==> src/iec_one_regs.svh <==
// Register offsets, field positions and reset values of the enable block
`ifndef IEC_ONE_REGS_SVH
`define IEC_ONE_REGS_SVH

// ****************************************************
// Register map
// ****************************************************
`define IEC_ADDR_W             4
`define IEC_ENABLE_ONE_OFS     4'h0
`define IEC_PENDING_OFS        4'h4
`define IEC_FLAG_OFS           4'h8

// ****************************************************
// Field positions
// ****************************************************
`define IEC_UART2_TX_BIT       15
`define IEC_UART2_RX_BIT       14
`define IEC_EXT2_BIT           13
`define IEC_TMR5_BIT           12
`define IEC_TMR4_BIT           11
`define IEC_OC4_BIT            10
`define IEC_OC3_BIT            9
`define IEC_GAP_HI_BIT         8
`define IEC_IC8_BIT            7
`define IEC_IC7_BIT            6
`define IEC_GAP_LO_BIT         5
`define IEC_EXT1_BIT           4
`define IEC_CHG_BIT            3
`define IEC_CMP_BIT            2
`define IEC_I2C1_MST_BIT       1
`define IEC_I2C1_SLV_BIT       0

// ****************************************************
// Reset values and masks
// ****************************************************
`define IEC_ENABLE_ONE_RST     16'h0000
`define IEC_IMPL_MASK          16'hfedf

`endif

==> src/iec_pkg.sv <==
// Types shared by the enable register block
package iec_pkg;

  // Avalon-MM request bundle
  typedef struct packed {
    logic [3:0]  address;
    logic        read;
    logic        write;
    logic [3:0]  byteenable;
    logic [31:0] writedata;
  } iec_bus_req_t;

  // Sixteen bit positions for the fourteen source lines
  typedef logic [15:0] iec_vec_t;

endpackage : iec_pkg

==> src/iec_gate.sv <==
// Per-source gating of flags by enables
`timescale 1ns/10ps
`include "iec_one_regs.svh"

module iec_gate (
  // Sources
  input  wire iec_pkg::iec_vec_t flag_i,
  input  wire iec_pkg::iec_vec_t enable_i,
  // Gated requests
  output iec_pkg::iec_vec_t      request_o
);

  // Request only where flag and enable are both set
  always_comb begin
    request_o = flag_i & enable_i & `IEC_IMPL_MASK;
  end

endmodule : iec_gate

==> src/iec_enable_one.sv <==
// Interrupt enable register one with its Avalon-MM slave
//
// Implementation choices: the placing of the registers and the Avalon-MM register port.
`timescale 1ns/10ps
`include "iec_one_regs.svh"

module iec_enable_one (
  // Clock and reset
  input  wire logic        CLK_SYS_I,
  input  wire logic        RST_N_I,
  // Avalon-MM slave
  input  wire logic [3:0]  AVS_ADDRESS_I,
  input  wire logic        AVS_READ_I,
  input  wire logic        AVS_WRITE_I,
  input  wire logic [3:0]  AVS_BYTEENABLE_I,
  input  wire logic [31:0] AVS_WRITEDATA_I,
  output logic      [31:0] AVS_READDATA_O,
  output logic             AVS_WAITREQUEST_O,
  output logic      [1:0]  AVS_RESPONSE_O,
  // Source flags in named order
  input  wire logic        UART_TWO_TX_FLAG_I,
  input  wire logic        UART_TWO_RX_FLAG_I,
  input  wire logic        EXT_IRQ_TWO_FLAG_I,
  input  wire logic        TIMER_FIVE_FLAG_I,
  input  wire logic        TIMER_FOUR_FLAG_I,
  input  wire logic        OUT_CMP_FOUR_FLAG_I,
  input  wire logic        OUT_CMP_THREE_FLAG_I,
  input  wire logic        IN_CAP_EIGHT_FLAG_I,
  input  wire logic        IN_CAP_SEVEN_FLAG_I,
  input  wire logic        EXT_IRQ_ONE_FLAG_I,
  input  wire logic        CHANGE_NOTIFY_FLAG_I,
  input  wire logic        COMPARATOR_FLAG_I,
  input  wire logic        I2C_ONE_MASTER_FLAG_I,
  input  wire logic        I2C_ONE_SLAVE_FLAG_I,
  // Enable levels and gated requests, by bit position
  output logic      [15:0] ENABLE_O,
  output logic      [15:0] REQUEST_O
);

  // ****************************************************
  // Reset synchroniser
  // ****************************************************
  logic       rst_meta_reg;
  logic       rst_n_reg;

  // Async assert, two-flop release
  always_ff @(posedge CLK_SYS_I or negedge RST_N_I) begin
    if (!RST_N_I) begin
      rst_meta_reg <= 1'b0;
      rst_n_reg    <= 1'b0;
    end else begin
      rst_meta_reg <= 1'b1;
      rst_n_reg    <= rst_meta_reg;
    end
  end

  // ****************************************************
  // Bus request and handshake
  // ****************************************************
  iec_pkg::iec_bus_req_t req;
  iec_pkg::iec_vec_t     flag_vec;
  iec_pkg::iec_vec_t     request_vec;
  logic [15:0]           interrupt_enable_one_reg;
  logic [15:0]           interrupt_enable_one_next;
  logic                  ack_reg;
  logic [31:0]           rdata_reg;
  logic                  hit;
  logic                  mapped;

  // Bundle the bus inputs
  assign req = '{address:    AVS_ADDRESS_I,
                 read:       AVS_READ_I,
                 write:      AVS_WRITE_I,
                 byteenable: AVS_BYTEENABLE_I,
                 writedata:  AVS_WRITEDATA_I};

  // Decode whether the word address holds a register
  function automatic logic is_mapped(input logic [3:0] addr);
    is_mapped = (addr == `IEC_ENABLE_ONE_OFS) ||
                (addr == `IEC_PENDING_OFS)    ||
                (addr == `IEC_FLAG_OFS);
  endfunction : is_mapped

  assign hit    = (req.read || req.write) && !ack_reg;
  assign mapped = is_mapped(req.address);

  // One wait cycle, then the acknowledging cycle
  always_ff @(posedge CLK_SYS_I or negedge rst_n_reg) begin
    if (!rst_n_reg) begin
      ack_reg <= 1'b0;
    end else begin
      ack_reg <= hit;
    end
  end

  // Waitrequest drops in the acknowledging cycle
  assign AVS_WAITREQUEST_O = (req.read || req.write) && !ack_reg;

  // ****************************************************
  // Enable register
  // ****************************************************

  // Byte-lane merge; unimplemented bits stay zero
  always_comb begin
    interrupt_enable_one_next = interrupt_enable_one_reg;
    if (req.byteenable[0]) begin
      interrupt_enable_one_next[7:0] = req.writedata[7:0];
    end
    if (req.byteenable[1]) begin
      interrupt_enable_one_next[15:8] = req.writedata[15:8];
    end
    interrupt_enable_one_next =
      interrupt_enable_one_next & `IEC_IMPL_MASK;
  end

  // Write takes effect on the acknowledging edge
  always_ff @(posedge CLK_SYS_I or negedge rst_n_reg) begin
    if (!rst_n_reg) begin
      interrupt_enable_one_reg <= `IEC_ENABLE_ONE_RST;
    end else if (ack_reg && req.write &&
                 req.address == `IEC_ENABLE_ONE_OFS) begin
      interrupt_enable_one_reg <= interrupt_enable_one_next;
    end
  end

  // ****************************************************
  // Source placement and gating
  // ****************************************************

  // Place each flag at its enable position
  always_comb begin
    flag_vec = '0;
    flag_vec[`IEC_UART2_TX_BIT]  = UART_TWO_TX_FLAG_I;
    flag_vec[`IEC_UART2_RX_BIT]  = UART_TWO_RX_FLAG_I;
    flag_vec[`IEC_EXT2_BIT]      = EXT_IRQ_TWO_FLAG_I;
    flag_vec[`IEC_TMR5_BIT]      = TIMER_FIVE_FLAG_I;
    flag_vec[`IEC_TMR4_BIT]      = TIMER_FOUR_FLAG_I;
    flag_vec[`IEC_OC4_BIT]       = OUT_CMP_FOUR_FLAG_I;
    flag_vec[`IEC_OC3_BIT]       = OUT_CMP_THREE_FLAG_I;
    flag_vec[`IEC_IC8_BIT]       = IN_CAP_EIGHT_FLAG_I;
    flag_vec[`IEC_IC7_BIT]       = IN_CAP_SEVEN_FLAG_I;
    flag_vec[`IEC_EXT1_BIT]      = EXT_IRQ_ONE_FLAG_I;
    flag_vec[`IEC_CHG_BIT]       = CHANGE_NOTIFY_FLAG_I;
    flag_vec[`IEC_CMP_BIT]       = COMPARATOR_FLAG_I;
    flag_vec[`IEC_I2C1_MST_BIT]  = I2C_ONE_MASTER_FLAG_I;
    flag_vec[`IEC_I2C1_SLV_BIT]  = I2C_ONE_SLAVE_FLAG_I;
  end

  // Gate flags with enables
  iec_gate u_gate (
    .flag_i    (flag_vec),
    .enable_i  (interrupt_enable_one_reg),
    .request_o (request_vec)
  );

  assign ENABLE_O  = interrupt_enable_one_reg;
  assign REQUEST_O = request_vec;

  // ****************************************************
  // Read data
  // ****************************************************

  // Capture read data in the wait cycle
  always_ff @(posedge CLK_SYS_I or negedge rst_n_reg) begin
    if (!rst_n_reg) begin
      rdata_reg <= 32'h0000_0000;
    end else if (hit && req.read) begin
      unique case (req.address)
        `IEC_ENABLE_ONE_OFS: rdata_reg <= {16'h0000,
                                           interrupt_enable_one_reg};
        `IEC_PENDING_OFS:    rdata_reg <= {16'h0000, request_vec};
        `IEC_FLAG_OFS:       rdata_reg <= {16'h0000, flag_vec};
        default:             rdata_reg <= 32'h0000_0000;
      endcase
    end
  end

  assign AVS_READDATA_O = rdata_reg;

  // Unmapped addresses answer DECODEERROR
  assign AVS_RESPONSE_O = (ack_reg && !mapped) ? 2'h3 : 2'h0;

endmodule : iec_enable_one

==> config.mk <==
export PLATFORM = sky130hd
export DESIGN_NAME = iec_enable_one
export DESIGN_NICKNAME = d
export VERILOG_FILES = /design/src/iec_pkg.sv /design/src/iec_gate.sv /design/src/iec_enable_one.sv
export VERILOG_INCLUDE_DIRS = /design/src
export SDC_FILE = /design/constraint.sdc
export NUM_CORES = 1
export LEC_CHECK = 0
export BUFFER_PORTS_ARGS = -buffer_cell sky130_fd_sc_hd__buf_2
export CAP_MARGIN = 10
export CORE_MARGIN = 2
export CORE_UTILIZATION = 40
export CTS_BUF_LIST = sky130_fd_sc_hd__clkbuf_2
export DETAILED_ROUTE_END_ITERATION = 10
export PLACE_DENSITY = 0.79
export SYNTH_ARGS = -nofsm -noshare
export SYNTH_HDL_FRONTEND = slang
export SYNTH_SLANG_ARGS = --single-unit
==> constraint.sdc <==
create_clock -name CLK_SYS_I -period 2.7 [get_ports CLK_SYS_I]
set_clock_uncertainty 0.2 [all_clocks]
set_input_delay 0.54 -clock CLK_SYS_I [delete_from_list [all_inputs] [get_ports CLK_SYS_I]]
set_output_delay 0.54 -clock CLK_SYS_I [all_outputs]
set_load 0.1 [all_outputs]
==> flow_results.org <==
** Run status
- The flow ran to the end, and the final reports show no timing, DRC or antenna violations.

** STA
- Max-slew violation count :: 0
- The final number of hold-violating endpoints came to 0.
- Dividing the final minimum period by the clock period gives 0.802.
- Setup repair after global routing missed its margin :: false
- Setup Total Neg Slack :: 0 ns
- Setup violations remaining at the end of the flow were counted as 0.
- Max-Slew Margin vs Limit :: 0.640
- Timing would allow up to 0.462 GHz.
- At the pin with the least slew margin, the transition time is 0.539 ns.
- Subtracting the final worst setup slack from the clock period gives 2.17 ns.

** Route
- Total wire length :: 3840 µm
- Met2 wire len :: 1950 µm
- After detailed routing, the wire length on met1 is 1550 µm.
- Routed wire length per instance :: 12.8 µm
- Remaining number of nets flagged by the antenna check after routing :: 0
- The detailed router finished its first iteration with 63 violations.
- After detailed routing, no signal wire sits above met4.
- DRC viols :: 0
- The routed layout has 1487 vias.
- Number of search-and-repair iterations in the first detailed-routing pass :: 4
- Using the TritonRoute via totals, the vias-per-cell ratio works out to 4.97.
- The routed design uses 299 µm of met3 wire.

** Clock tree
- Total CTS buffers :: 5
- Post-CTS repair changed the size of 0 cells.
- Post-CTS setup buffers :: 0
- At the later pin of the worst-skew pair, clock insertion delay measures 0.35 ns.
- Reg clk slew, reported paths :: 0.15 ns
- Root buffer cell :: clkbuf_2
- TritonCTS built the clock tree.
- # clock sinks :: 31
- Buffer levels on the longest clock path :: 2
- H-tree lvl count :: 2

** Power and ir drop
- For this design the ratio of total power to cell area is 837 mW/mm².
- Total power consumption of the routed design :: 1.87 mW
- Peak ir drop on the vdd network :: 0.395 mV
- The analysis attributes to cell leakage a power of 1.40 nW.

** Setup path
- By startpoint and endpoint, the worst setup path is classified as reg -> out.
- In this run the critical register-to-register path is captured at AVS_READDATA_O[0]$_DFFE_PN0P_.
- Reg2Reg Setup Slack :: 1.15 ns
- Req. time, crit path :: 1.96 ns
- Worst R2R Start :: ack_reg$_DFF_PN0_
- STA classifies the critical path endpoint as a primary output.
- The most critical setup path has its endpoint at AVS_WAITREQUEST_O.
- The worst setup path is launched from a flip-flop.
- Crit-path max FO :: 5
- Data arrival time of the critical path :: 1.43 ns
- Tracing the worst setup path back leads to its startpoint at ack_reg$_DFF_PN0_.
- Measured in cells, the most critical reg-to-reg path has a length of 4.

** Worst hold path
- The worst hold path belongs to the class reg -> async.

** Global routing
- Number of global-route vias before repair :: 1339
- In the global route stage, overall resource usage came out at 0.162.
- Number of antenna violations at the first check in global routing :: 0
- Maximum number of pins on one net before global-route repair :: 29
- First-pass GRT wire length :: 6210 µm
- Congestion Overflow GR :: 0

** Floorplanning
- For this configuration, the core starts out at a cell density of 0.409.
- Full die area :: 0.00493 mm²
- CORE AREA :: 0.00429 mm²
- Std-Cell Rows :: 24
- The die is 70.2 µm tall.
- Measured along the x axis, the die boundary spans 70.2 µm.
- For this design the top-level I/O count stands at 125.

** Synth
- Post-Synthesis Mean Instance Area :: 11.0 µm²
- Synth Flop Type :: dfrtp_1
- Register bit count reported by yosys :: 31
- The mapped netlist covers 0.00176 mm².
- Of all flip-flops after synthesis, the portion carrying an async set or reset was 1.00.
- Synthesis instantiated 22 different standard cells from the library.
- Number of enable-type register cells in the synthesized netlist :: 0
- Synthesized instance count :: 160
- The share of the Yosys chip area taken by registers is 0.442.
- During synthesis, Yosys emitted a total of 0 warnings.

** Cells and area
- 0 antenna diodes ended up in the layout.
- Post-route non-filler standard cell count :: 299
- In the layout the commonest cells are buf_2, dfrtp_1, conb_1.
- Core occupancy in the finished layout :: 0.519
- Share of final-layout standard cells stronger than drive strength 1 :: 0.462
- Cell area after layout :: 0.00223 mm²
- Final net count :: 304
- Area growth, synth to finish :: 26.9%
- Most frequent standard cell in the layout excluding fill and tap cells :: buf_2

** Place
- Quantity of I/O buffers inserted on ports :: 82
- The number of placed instances, taps included, is 290.
- Placed Area :: 0.00218 mm²
- Routability congestion estimate from global placement :: 0.743
- The HPWL after detailed placement is 3000 µm.

** Run
- Number of maximum-capacitance constraint violations :: 0
[cell usage after synthesis, types with 3 or more instances]
cell	number	area (µm²)
dfrtp_1	31	776
o211a_1	13	130
mux2i_1	14	140
o221ai_1	13	114
inv_1	13	48.8
nor2_1	3	11.3
mux2_2	14	158
nand2_1	15	56.3
buf_4	23	173
buf_2	6	30.0
[cell families (layout without fill, tap and decap cells)]
family,after synthesis,after routing,share of synthesized area
flip-flops,31,31,0.442
multiplexers,28,28,0.170
other,2,23,0.00428
AND/OR/NAND/NOR,25,25,0.0791
AO/OA/AOI/OAI,29,29,0.151
buffers and inverters,45,111,0.154
[worst max-delay path, stage by stage, from the launching register on]
cell,delay (ns)
dfrtp_1,0.47
nor2_1,0.16
buf_2,0.44
[worst min-delay path by stage]
stage | from | endpoint | depth (start not counted)
final | rst_n_reg$_DFF_PN0_ | ENABLE_O[9]$_DFFE_PN0P_ | 0
after global routing | rst_n_reg$_DFF_PN0_ | ENABLE_O[9]$_DFFE_PN0P_ | 0
after CTS | rst_n_reg$_DFF_PN0_ | ENABLE_O[15]$_DFFE_PN0P_ | 0
after detailed placement | rst_n_reg$_DFF_PN0_ | ENABLE_O[15]$_DFFE_PN0P_ | 0
after global placement | rst_n_reg$_DFF_PN0_ | ENABLE_O[14]$_DFFE_PN0P_ | 0
after floorplan | RST_N_I | rst_meta_reg$_DFF_PN0_ | 0
[timing repair]
item | in CTS | in global routing
hold endpoints to repair | 2 | 0
setup endpoints to repair | 0 | 0
hold buffers | 1 | 0
[metal layers]
metal	vias up	track usage
li1	699	-
met1	717	0.201
met2	67	0.264
met3	4	0.0577
met4	0	0.0513
met5	-	0
[where the power goes]
part	total [mW]	internal [mW]	switching [mW]
combinational	1.07	0.174	0.896
clock	0.212	0.0623	0.150
sequential	0.584	0.531	0.0529
[metrics by stage]
step,setup WS (ns),hold slack (ns)
after floorplan,0.108,0.0444
after global placement,0.515,0.0447
after detailed placement,0.453,0.0423
after CTS,0.498,0.0561
after global routing,0.437,0.0639
final,0.534,0.0270
[layout make-up]
type / instances / area [µm²]
clock buffers: 6 / 30.0
repair buffers: 90 / 503
multi-input cells: 105 / 798
clock inverters: 2 / 7.51
fillers: 410 / 2070
well taps: 52 / 65.1
flip-flops and latches: 31 / 776
inverters: 13 / 48.8
Note: power is estimated with default switching activity, not from simulation.
